`config.mk`:
```
export PLATFORM = sky130hd
export DESIGN_NAME = uwd_regwin
export DESIGN_NICKNAME = d
export VERILOG_FILES = /design/src/uwd_pkg.sv /design/src/uwd_regwin.sv
export SDC_FILE = /design/constraint.sdc
export NUM_CORES = 1
export LEC_CHECK = 0
export ABC_AREA = 1
export BUFFER_PORTS_ARGS = -buffer_cell sky130_fd_sc_hd__buf_2
export CAP_MARGIN = 5
export CORE_ASPECT_RATIO = 0.5
export CORE_UTILIZATION = 57
export DETAILED_ROUTE_END_ITERATION = 12
export GPL_TIMING_DRIVEN = 0
export HOLD_SLACK_MARGIN = 0.12
export PLACE_DENSITY = 0.91
export RECOVER_POWER = 25
export SLEW_MARGIN = 20
export SYNTH_ARGS = -nofsm -noshare
export SYNTH_HDL_FRONTEND = slang
export SYNTH_SLANG_ARGS = --single-unit
```
`constraint.sdc`:
```
create_clock -name mclk_i -period 3.4 [get_ports mclk_i]
set_input_delay 1.02 -clock mclk_i [delete_from_list [all_inputs] [get_ports mclk_i]]
set_output_delay 1.02 -clock mclk_i [all_outputs]
set_load 0.05 [all_outputs]
```
`src/uwd_pkg.sv`:
```
// constants for the serial channel register window decode
package uwd_pkg;
  localparam int ADDR_W = 3;
  localparam logic [2:0] OFS_DATA = 3'h0;
  localparam logic [2:0] OFS_IEN = 3'h1;
  localparam logic [2:0] OFS_QUEUE = 3'h2;
  localparam logic [2:0] OFS_FMT = 3'h3;
  localparam logic [2:0] OFS_MLC = 3'h4;
  localparam logic [2:0] OFS_LCOND = 3'h5;
  localparam logic [2:0] OFS_MCOND = 3'h6;
  localparam logic [2:0] OFS_SCRATCH = 3'h7;
  localparam logic [7:0] FMT_SPECIAL = 8'hbf;
  localparam int FMT_DLAB_BIT = 7;
  localparam int FMT_LEN_W = 2;
  localparam int FMT_STOP_BIT = 2;
  localparam int FMT_PAR_EN_BIT = 3;
  localparam int FMT_PAR_EVEN_BIT = 4;
  localparam int FMT_PAR_FORCE_BIT = 5;
  localparam int FMT_BREAK_BIT = 6;
  localparam int ACR_EXT_BIT = 7;
  localparam int ACR_IDX_BIT = 6;
  localparam int LCOND_NINTH_BIT = 2;
  localparam int SCR_NINTH_BIT = 0;
  localparam logic [7:0] ICR_ACR_IDX = 8'h00;
  localparam logic [7:0] RST_BYTE = 8'h00;
  localparam logic [7:0] RST_LCOND = 8'h60;
endpackage : uwd_pkg

```
`src/uwd_regwin.sv`:
```
// register window decode for one serial channel
`timescale 1ns/1ps
// What this block does
// - each channel answers in its own block of eight byte offsets from io or memory space.
// - with the divisor latch bit set, offsets 0 and 1 select the divisor low and high bytes.
// - one line format byte sets the format of both transmitter and receiver.
// - writing the unused format value opens the enhanced register view.
// - that special write sets only bit 7 and keeps the lower seven format bits.
// - additional control bit 7 maps the extended register set into the window.
// - additional control bit 6 allows read access to the indexed control set; indexed writes pass without it.
// - with the latch bit clear, offset 0 write loads transmit, read returns received data.
// - offset 7 is a scratch byte that also holds the index, read always and written only outside the enhanced view.
// - divisor low at offset 0 holds divisor bits 7 to 0, read/write under the latch bit.
// - divisor high at offset 1 holds divisor bits 15 to 8, read/write under the latch bit.
// - indexed registers are reached through the indexed data port using the scratch index.
module uwd_regwin
  import uwd_pkg::*;
(
  input wire logic mclk_i,
  input wire logic srst_i,
  input wire logic sel_i,
  input wire logic [2:0] addr_i,
  input wire logic wr_i,
  input wire logic rd_i,
  input wire logic [7:0] wdata_i,
  input wire logic [7:0] rx_char_i,
  input wire logic rx_ninth_i,
  input wire logic nine_bit_i,
  input wire logic [7:0] int_source_i,
  input wire logic [7:0] line_cond_i,
  input wire logic [7:0] modem_cond_i,
  input wire logic [7:0] ext_rdata_i,
  input wire logic [7:0] idx_rdata_i,
  output logic [7:0] rdata_o,
  output logic tx_load_o,
  output logic [7:0] tx_data_o,
  output logic tx_ninth_o,
  output logic rx_take_o,
  output logic queue_wr_o,
  output logic [7:0] queue_data_o,
  output logic [15:0] divisor_o,
  output logic [1:0] data_len_o,
  output logic stop_bits_o,
  output logic parity_en_o,
  output logic parity_even_o,
  output logic parity_force_o,
  output logic tx_break_o,
  output logic [7:0] interrupt_enable_o,
  output logic [7:0] modem_line_control_o,
  output logic enh_view_o,
  output logic ext_map_o,
  output logic idx_open_o,
  output logic ext_wr_o,
  output logic ext_rd_o,
  output logic idx_wr_o,
  output logic idx_rd_o,
  output logic [7:0] index_o
);

  ////////////////////////////////////////////////////////////////
  logic [7:0] line_format;
  logic [7:0] divisor_low;
  logic [7:0] divisor_high;
  logic [7:0] interrupt_enable;
  logic [7:0] modem_line_control;
  logic [7:0] scratch_and_index;
  logic [7:0] additional_control;
  logic enh_view;

  // decode
  // the special format value keeps the latch bit set, so offsets 0 and 1 stay on the divisor
  wire dlab = line_format[FMT_DLAB_BIT];
  wire ext_map = additional_control[ACR_EXT_BIT];
  wire idx_open = additional_control[ACR_IDX_BIT];
  wire wr_hit = sel_i & wr_i;
  wire rd_hit = sel_i & rd_i;
  wire at_data = addr_i == OFS_DATA;
  wire at_ien = addr_i == OFS_IEN;
  wire at_scr = addr_i == OFS_SCRATCH;
  wire wr_dll = wr_hit & at_data & dlab;
  wire wr_dlm = wr_hit & at_ien & dlab;
  wire wr_thr = wr_hit & at_data & ~dlab;
  wire wr_ien = wr_hit & at_ien & ~dlab;
  wire wr_fmt = wr_hit & (addr_i == OFS_FMT);
  wire wr_queue = wr_hit & (addr_i == OFS_QUEUE) & ~enh_view;
  wire wr_mlc = wr_hit & (addr_i == OFS_MLC) & ~enh_view;
  wire wr_scr = wr_hit & at_scr & ~enh_view;
  wire fmt_special = wdata_i == FMT_SPECIAL;
  wire [7:0] next_line_format = fmt_special ? {1'b1, line_format[FMT_DLAB_BIT-1:0]} :
    wdata_i;
  // indexed data port sits at the line status offset 5 in the normal view
  wire idx_port = (addr_i == OFS_LCOND) & ~enh_view & ~dlab;
  wire wr_idx = wr_hit & idx_port;
  wire rd_idx = rd_hit & idx_port & idx_open;
  wire acr_sel = scratch_and_index == ICR_ACR_IDX;
  wire wr_acr = wr_idx & acr_sel;
  wire ext_rd_sel = ext_map & ~dlab & ~enh_view & (addr_i == OFS_IEN | addr_i == OFS_FMT
    | addr_i == OFS_MLC);
  wire ext_wr_sel = ext_map & ~dlab & ~enh_view & at_ien;
  // nine-bit mode swaps the ninth received bit into the line status byte
  logic [7:0] lcond_view;
  always_comb begin
    lcond_view = line_cond_i;
    if (nine_bit_i) begin
      lcond_view[LCOND_NINTH_BIT] = rx_ninth_i;
    end
  end

  logic [7:0] next_rdata;
  always_comb begin
    next_rdata = RST_BYTE;
    if (rd_hit) begin
      if (ext_rd_sel) begin
        next_rdata = ext_rdata_i;
      end else if (rd_idx) begin
        next_rdata = acr_sel ? additional_control : idx_rdata_i;
      end else begin
        unique case (addr_i)
          OFS_DATA: next_rdata = dlab ? divisor_low : rx_char_i;
          OFS_IEN: next_rdata = dlab ? divisor_high : interrupt_enable;
          OFS_QUEUE: next_rdata = int_source_i;
          OFS_FMT: next_rdata = line_format;
          OFS_MLC: next_rdata = modem_line_control;
          OFS_LCOND: next_rdata = lcond_view;
          OFS_MCOND: next_rdata = modem_cond_i;
          OFS_SCRATCH: next_rdata = scratch_and_index;
        endcase
      end
    end
  end

  ////////////////////////////////////////////////////////////////
  // register storage
  always_ff @(posedge mclk_i) begin
    if (srst_i) begin
      line_format <= RST_BYTE;
      enh_view <= 1'b0;
    end else if (wr_fmt) begin
      line_format <= next_line_format;
      enh_view <= fmt_special;
    end
  end

  always_ff @(posedge mclk_i) begin
    if (srst_i) begin
      divisor_low <= RST_BYTE;
      divisor_high <= RST_BYTE;
    end else begin
      if (wr_dll) divisor_low <= wdata_i;
      if (wr_dlm) divisor_high <= wdata_i;
    end
  end

  always_ff @(posedge mclk_i) begin
    if (srst_i) begin
      interrupt_enable <= RST_BYTE;
      modem_line_control <= RST_BYTE;
      scratch_and_index <= RST_BYTE;
      additional_control <= RST_BYTE;
    end else begin
      if (wr_ien & ~ext_wr_sel) interrupt_enable <= wdata_i;
      if (wr_mlc) modem_line_control <= wdata_i;
      if (wr_scr) scratch_and_index <= wdata_i;
      if (wr_acr) additional_control <= wdata_i;
    end
  end

  ////////////////////////////////////////////////////////////////
  // registered outputs
  always_ff @(posedge mclk_i) begin
    if (srst_i) begin
      rdata_o <= RST_BYTE;
      tx_load_o <= 1'b0;
      tx_data_o <= RST_BYTE;
      tx_ninth_o <= 1'b0;
      rx_take_o <= 1'b0;
      queue_wr_o <= 1'b0;
      queue_data_o <= RST_BYTE;
      ext_wr_o <= 1'b0;
      ext_rd_o <= 1'b0;
      idx_wr_o <= 1'b0;
      idx_rd_o <= 1'b0;
    end else begin
      rdata_o <= next_rdata;
      tx_load_o <= wr_thr;
      tx_data_o <= wr_thr ? wdata_i : tx_data_o;
      tx_ninth_o <= wr_thr ? scratch_and_index[SCR_NINTH_BIT] & nine_bit_i : tx_ninth_o;
      rx_take_o <= rd_hit & at_data & ~dlab & ~ext_rd_sel;
      queue_wr_o <= wr_queue;
      queue_data_o <= wr_queue ? wdata_i : queue_data_o;
      ext_wr_o <= wr_hit & ext_wr_sel;
      ext_rd_o <= rd_hit & ext_rd_sel;
      idx_wr_o <= wr_idx & ~acr_sel;
      idx_rd_o <= rd_idx & ~acr_sel;
    end
  end

  always_ff @(posedge mclk_i) begin
    if (srst_i) begin
      divisor_o <= {RST_BYTE, RST_BYTE};
      data_len_o <= 2'h0;
      stop_bits_o <= 1'b0;
      parity_en_o <= 1'b0;
      parity_even_o <= 1'b0;
      parity_force_o <= 1'b0;
      tx_break_o <= 1'b0;
      interrupt_enable_o <= RST_BYTE;
      modem_line_control_o <= RST_BYTE;
      enh_view_o <= 1'b0;
      ext_map_o <= 1'b0;
      idx_open_o <= 1'b0;
      index_o <= RST_BYTE;
    end else begin
      divisor_o <= {divisor_high, divisor_low};
      data_len_o <= line_format[FMT_LEN_W-1:0];
      stop_bits_o <= line_format[FMT_STOP_BIT];
      parity_en_o <= line_format[FMT_PAR_EN_BIT];
      parity_even_o <= line_format[FMT_PAR_EVEN_BIT];
      parity_force_o <= line_format[FMT_PAR_FORCE_BIT];
      tx_break_o <= line_format[FMT_BREAK_BIT];
      interrupt_enable_o <= interrupt_enable;
      modem_line_control_o <= modem_line_control;
      enh_view_o <= enh_view;
      ext_map_o <= ext_map;
      idx_open_o <= idx_open;
      index_o <= scratch_and_index;
    end
  end

  ////////////////////////////////////////////////////////////////
  // checks
  special_keeps_a: assert property (@(posedge mclk_i) disable iff (srst_i)
    wr_fmt && fmt_special |=> line_format == {1'b1, $past(line_format[FMT_DLAB_BIT-1:0])})
    else $error("special format write altered low bits");
  special_opens_a: assert property (@(posedge mclk_i) disable iff (srst_i)
    wr_fmt && fmt_special |=> ##1 enh_view_o)
    else $error("enhanced view not opened");
  view_exit_a: assert property (@(posedge mclk_i) disable iff (srst_i)
    wr_fmt && !fmt_special |=> !enh_view && line_format == $past(wdata_i))
    else $error("enhanced view not closed");
  dll_write_a: assert property (@(posedge mclk_i) disable iff (srst_i)
    wr_hit && at_data && dlab |=> divisor_low == $past(wdata_i) ##1
    divisor_o[7:0] == $past(wdata_i, 2))
    else $error("divisor low not written");
  dlm_write_a: assert property (@(posedge mclk_i) disable iff (srst_i)
    wr_hit && at_ien && dlab |=> divisor_high == $past(wdata_i))
    else $error("divisor high not written");
  dlm_no_ien_a: assert property (@(posedge mclk_i) disable iff (srst_i)
    wr_hit && at_ien && dlab |=> interrupt_enable == $past(interrupt_enable))
    else $error("interrupt enable written under latch bit");
  tx_load_a: assert property (@(posedge mclk_i) disable iff (srst_i)
    wr_hit && at_data && !dlab |=> tx_load_o && tx_data_o == $past(wdata_i))
    else $error("transmit load missing");
  dll_no_tx_a: assert property (@(posedge mclk_i) disable iff (srst_i)
    wr_hit && dlab |=> !tx_load_o)
    else $error("transmit loaded under latch bit");
  rx_read_a: assert property (@(posedge mclk_i) disable iff (srst_i)
    rd_hit && at_data && !dlab && !ext_rd_sel |=> rdata_o == $past(rx_char_i))
    else $error("received char not returned");
  dll_no_take_a: assert property (@(posedge mclk_i) disable iff (srst_i)
    rd_hit && at_data && dlab |=> !rx_take_o)
    else $error("divisor read consumed a character");
  rdata_idle_a: assert property (@(posedge mclk_i) disable iff (srst_i)
    !rd_hit |=> rdata_o == RST_BYTE)
    else $error("read data without read");
  scratch_rw_a: assert property (@(posedge mclk_i) disable iff (srst_i)
    wr_scr ##1 (rd_hit && at_scr && !wr_scr && !ext_rd_sel) |=>
    rdata_o == $past(wdata_i, 2))
    else $error("scratch readback wrong");
  scratch_refused_a: assert property (@(posedge mclk_i) disable iff (srst_i)
    wr_hit && at_scr && enh_view |=> scratch_and_index == $past(scratch_and_index))
    else $error("scratch written in enhanced view");
  ext_map_a: assert property (@(posedge mclk_i) disable iff (srst_i)
    rd_hit && ext_rd_sel |=> ext_rd_o && rdata_o == $past(ext_rdata_i))
    else $error("extended read not routed");
  ext_write_a: assert property (@(posedge mclk_i) disable iff (srst_i)
    wr_hit && ext_wr_sel |=> ext_wr_o && interrupt_enable == $past(interrupt_enable))
    else $error("extended write not routed");
  idx_gate_a: assert property (@(posedge mclk_i) disable iff (srst_i)
    !idx_open |=> !idx_rd_o)
    else $error("indexed read while closed");
  acr_write_a: assert property (@(posedge mclk_i) disable iff (srst_i)
    wr_acr |=> additional_control == $past(wdata_i))
    else $error("additional control not written");
  idx_write_a: assert property (@(posedge mclk_i) disable iff (srst_i)
    wr_idx && !acr_sel |=> idx_wr_o)
    else $error("indexed write not passed on");
  ninth_rx_a: assert property (@(posedge mclk_i) disable iff (srst_i)
    rd_hit && addr_i == OFS_LCOND && !ext_rd_sel && !rd_idx && nine_bit_i |=>
    rdata_o[LCOND_NINTH_BIT] == $past(rx_ninth_i))
    else $error("ninth rx bit missing");
  ninth_tx_a: assert property (@(posedge mclk_i) disable iff (srst_i)
    wr_thr && nine_bit_i |=> tx_ninth_o == $past(scratch_and_index[SCR_NINTH_BIT]))
    else $error("ninth tx bit not taken from scratch");
  fmt_out_a: assert property (@(posedge mclk_i) disable iff (srst_i)
    1'b1 |=> {tx_break_o, parity_force_o, parity_even_o, parity_en_o, stop_bits_o,
    data_len_o} == $past(line_format[FMT_DLAB_BIT-1:0]))
    else $error("format outputs stale");
  sel_gate_a: assert property (@(posedge mclk_i) disable iff (srst_i)
    !sel_i |=> !tx_load_o && !ext_wr_o && !idx_wr_o)
    else $error("action without select");

  enh_cov_c: cover property (@(posedge mclk_i) disable iff (srst_i) wr_fmt && fmt_special);
  dll_cov_c: cover property (@(posedge mclk_i) disable iff (srst_i) wr_dll);
  idx_cov_c: cover property (@(posedge mclk_i) disable iff (srst_i) idx_rd_o);
  ext_cov_c: cover property (@(posedge mclk_i) disable iff (srst_i) ext_rd_o);
  b2b_cov_c: cover property (@(posedge mclk_i) disable iff (srst_i) wr_scr ##1 rd_hit);

endmodule // uwd_regwin

```
Yosys cells after proc, flatten, opt, wreduce, memory -nomap -nowiden
Index checks and enable logic that the tools add are counted.

Register bits: 139. Input port bits: 66. Output and inout port bits: 82. Word-level logic and storage cells: 96.

Equality and inequality tests: 8. Mux-type cells: 8. Bitwise gates (word level): 43. Reduce and logical (&&, ||, !) cells: 4.

Operator list (number): one-hot mux 8 bit (8 select lines) (1); 2-to-1 mux 8 bit (6); AND 1 bit (34); equality test 3 bit (second input constant) (4); equality test 8 bit (second input constant) (1); logical NOT 8 bit (1); NOT 1 bit (7); equality test 3 x 2 -> 1 bit (second input constant) (2); equality test 3 x 1 -> 1 bit (second input constant) (1); logical NOT 3 bit (1); OR 1 bit (2); AND reduction 2 bit (1); OR reduction 2 bit (1); 2-to-1 mux 1 bit (1).

Depth between registers and ports, before layout
Depth after elaboration: 7. Depth in mapped cells: 11. Gate-level depth less buffers: 9.

Least setup slack after synthesis
No wires, ideal clock.

Path type: input -> register. From: input port addr_i[0]. To: register interrupt_enable[6]. Setup time: 0.117 ns. Arrival time: 1.973 ns. Data required time: 3.283 ns. Path slack: 1.310 ns. Cell stages on the path: 9. Path buffers: 2. Path through: buf_6 nand2_4 nor2_4 inv_2 nor2_4 nand3_2 buf_6 o21ai_1 a21oi_1.

Word-level cells in the longest chain between the ends: 4. Elaborated cells on any way between the ends: 6. Those cells by class: 1 x eq/ne; 5 x bitwise.

Ends and longest elaborated chain: from (decl) (line uwd_regwin.sv:22) `input wire logic [2:0] addr_i,`; equality test 3 x 1 -> 1 bit (*) (line uwd_regwin.sv:78) `wire at_ien = addr_i == OFS_IEN;`; AND 1 bit (on tied branches) (line uwd_regwin.sv:83, uwd_regwin.sv:99); AND 1 bit or NOT 1 bit (tied branches) (line uwd_regwin.sv:83, uwd_regwin.sv:161); AND 1 bit (*) (line uwd_regwin.sv:161) `if (wr_ien & ~ext_wr_sel) interrupt_enable <= wdata_i;`; to (signal assigned) (line uwd_regwin.sv:161); to (decl) (line uwd_regwin.sv:64) `logic [7:0] interrupt_enable;`.

Mark *: on every way between the ends. The rest lies on a longest branch, timed or not. A chain may end at the register's enable or synchronous reset.

Worst setup path in the final report
From: input port addr_i[2]. To: register divisor_high[6].

Word-level cells in the longest chain between the ends: 3.

Ends and longest elaborated chain: equality test 3 x 1 -> 1 bit (line uwd_regwin.sv:78); AND 1 bit (2 in a row) (line uwd_regwin.sv:81) `wire wr_dlm = wr_hit & at_ien & dlab;`; to (signal assigned) (line uwd_regwin.sv:150) `if (wr_dlm) divisor_high <= wdata_i;`; to (decl) (line uwd_regwin.sv:63) `logic [7:0] divisor_high;`.

No other way between the ends.

==> run metrics <==
first-pass GRT wire length=about 26000 um; CTS H-tree depth=4; Synth Area in XOR/XNOR=0; Synth Area in Adders=0; Cell Chain, Critical Path=clkbuf_1 > inv_1 > nand2_4 > nor2_1 > clkinv_1 > nor2_1 > nand2_1 > buf_6 > o21ai_0 > a21oi_1; CTS tree=done; min cycle time layout=~2.6 ns; Syn Nets=between 800 and 900; clk_lat worst skew=between 0.4 and 0.5 ns; Critical Path Start=addr_i[2]; HPWL after DPL=between 10000 and 15000 um; initial antenna violation count=0; # hold bufs at CTS=0; setup tns final=0 ns; sequential cell area=~2800 um^2; worst slack, placed=between 0.8 and 0.9 ns; Final setup viols=0; Top Ports=148; Routed WL=16900 um; Final period util=0.774; Die Y=72.4 um; Iteration-0 DRC Markers=630; worst slew pin tran=between 0.7 and 0.8 ns; DR vias/cell=~5.5; largest register by flop count=divisor_o; fin cells=between 1000 and 1500; Yosys warning count=0; mux cell area share after synthesis=0; Slew Viols, Final=0; initial core utilization=0.592; most common cell after layout, fill and taps aside=buf_2; clock skew=0.0153 ns; Worst Path Required=3.71 ns; hold wc startpoint=line_format[1]; design internal power=roughly 2.8 mW; outcome=finished clean; Relative slew margins=0.498; routability congestion estimate=between 0.9 and 1; Synth Area per Inst=7.60 um^2; core area=about 9500 um^2; crit path max fanout=10; WS Path Type=input port to register; number of setup buffers added after CTS=0; switching part of the total=0.257; Die Area=between 10000 and 15000 um^2; row cnt=25; Pleak=3.31 nW; CP endpoint kind=register; vias in the first global route=roughly 5300; Combinational Power Share=0.081; Post-synth EDFFs=0; Routed Antenna Nets=0; gr ovfl total=0; max FFs per register=16; post-synth top area share=0.493; clock transition at the registers of the reported paths=~0.060 ns; Power Density=about 540 nW/um^2; Crit-path slowest cell=nor2_1; vias after detailed routing=5765; largest family of logic cells by synthesized area=simple AND/OR/NAND/NOR gates; class of the tightest hold or removal check=register to register; share of synthesized registers carrying an async set or reset=0; Synth Flop Type=dfxtp_1; Peak Freq=0.380 GHz; routed len/inst=16.1 um; Netlist cell types=34; Net count, final=around 970; TritonCTS Sinks=139; CTS Buf Count=17; number of synthesized register bits=about 140; sequential share of power=0.436; DRC=0; area leader, netlist=dfxtp_1; most frequent cells in the layout=buf_2, dfxtp_1, nor2_1; Max Buffers Root-to-Sink=2; DIE WIDTH=around 140 um; ant diodes=0; pin count of the biggest net entering global routing=17; Clk pwr share=0.483; final core utilization=0.736; layout cell share with drive strength beyond 1=0.236; maxcap violations=0; placed cells=~1000; unrepaired setup endpoints after global routing=no; WP data arrival=slightly below 3 ns; Compound-Gate Fraction of Synth Area=0.153; largest cells by area after synthesis=dfxtp_1, nor2_1, o21ai_0; Crit path top cell by count=nor2_1; TritonRoute pass-1 iters=6; # resized after CTS=0; # fillers=about 730; Final Hold Viols=0; Max VDD drop=353 uV; multi-input combinational cell area=approximately 2200 um^2; r2r startpoint=line_format[7]; cell area after synthesis=between 5000 and 6000 um^2; root buffer cell=clkbuf_16; Final WS setup=0.769 ns; sequential area share after synthesis=0.493; number of I/O port buffers=around 140; CP startpoint kind=input port; Overall Global Routing Usage=0.338; Post-Synthesis Cells=743; area added between synthesis and finish=24.4%; Final Power=between 3 and 4 mW; Psw=0.981 mW; simple-gate share of the synthesized area=0.254; max incr delay on CP=0.52 ns
[per-stage QoR]
step                cell area [um^2]  hold slack [ns]
finish                          7020            0.440
global route                    7020            0.453
CTS                             7100            0.440
detailed placement              6520            0.431
global placement                6520            0.433
floorplan                       5640            0.414
[worst paths after layout]
kind,to,slack (ns),cells past startpoint
max reg2reg,rdata_o[4],1.61,11
min,data_len_o[1],0.44,2
max,divisor_high[6],0.77,10
min reg2reg,data_len_o[1],0.44,2
[kinds of logic (layout without fill, tap and decap cells)]
family                 after synthesis  count (layout)
AOI/OAI and AO/OA                  168             168
buffers and inverters              125             298
DFF                                139             139
and+or+nand+nor                    311             311
[Yosys cell counts (8+ instances only)]
cell type / count
a21oi_1: 57
clkbuf_1: 17
dfxtp_1: 139
inv_1: 76
inv_2: 8
nand2_1: 111
nand3_1: 16
nand4_1: 18
nor2_1: 133
nor2_4: 9
o21ai_0: 97
[area by class of cell]
cell class / count / area share
sequential: 139 / 0.396
multi-input combinational: 479 / 0.320
timing repair buffer: 141 / 0.0999
clock buffer: 19 / 0.0631
inverter: 88 / 0.0483
buffer: 37 / 0.0283
tap: 135 / 0.0241
clock inverter: 13 / 0.0203
[per-layer routing]
metal  up-vias  routed length (um)  global-route usage
li1       2697                   -                   -
met1      2610                6740               0.417
met2       395                7400               0.530
met3        63                2280               0.116
met4         0                 507               0.173
met5         -                   0                   0
[critical path, delay by kind of cell]
family / cells / cell delay (ns)
and+or+nand+nor: 4 / 1.08
buffers and inverters: 4 / 0.62
AOI/OAI and AO/OA: 2 / 0.19
[power groups by stage]
| stage | registers [mW] | logic, mW | clock network [mW] |
|---|---|---|---|
| after CTS | 1.66 | 0.308 | 1.83 |
| after global placement | 1.70 | 0.299 | 0 |
| final | 1.66 | 0.311 | 1.85 |
| after global routing | 1.66 | 0.333 | 1.91 |
| after detailed placement | 1.70 | 0.303 | 0 |
| after floorplan | 1.74 | 0.153 | 0 |
Note: power is estimated with default switching activity, not from simulation.
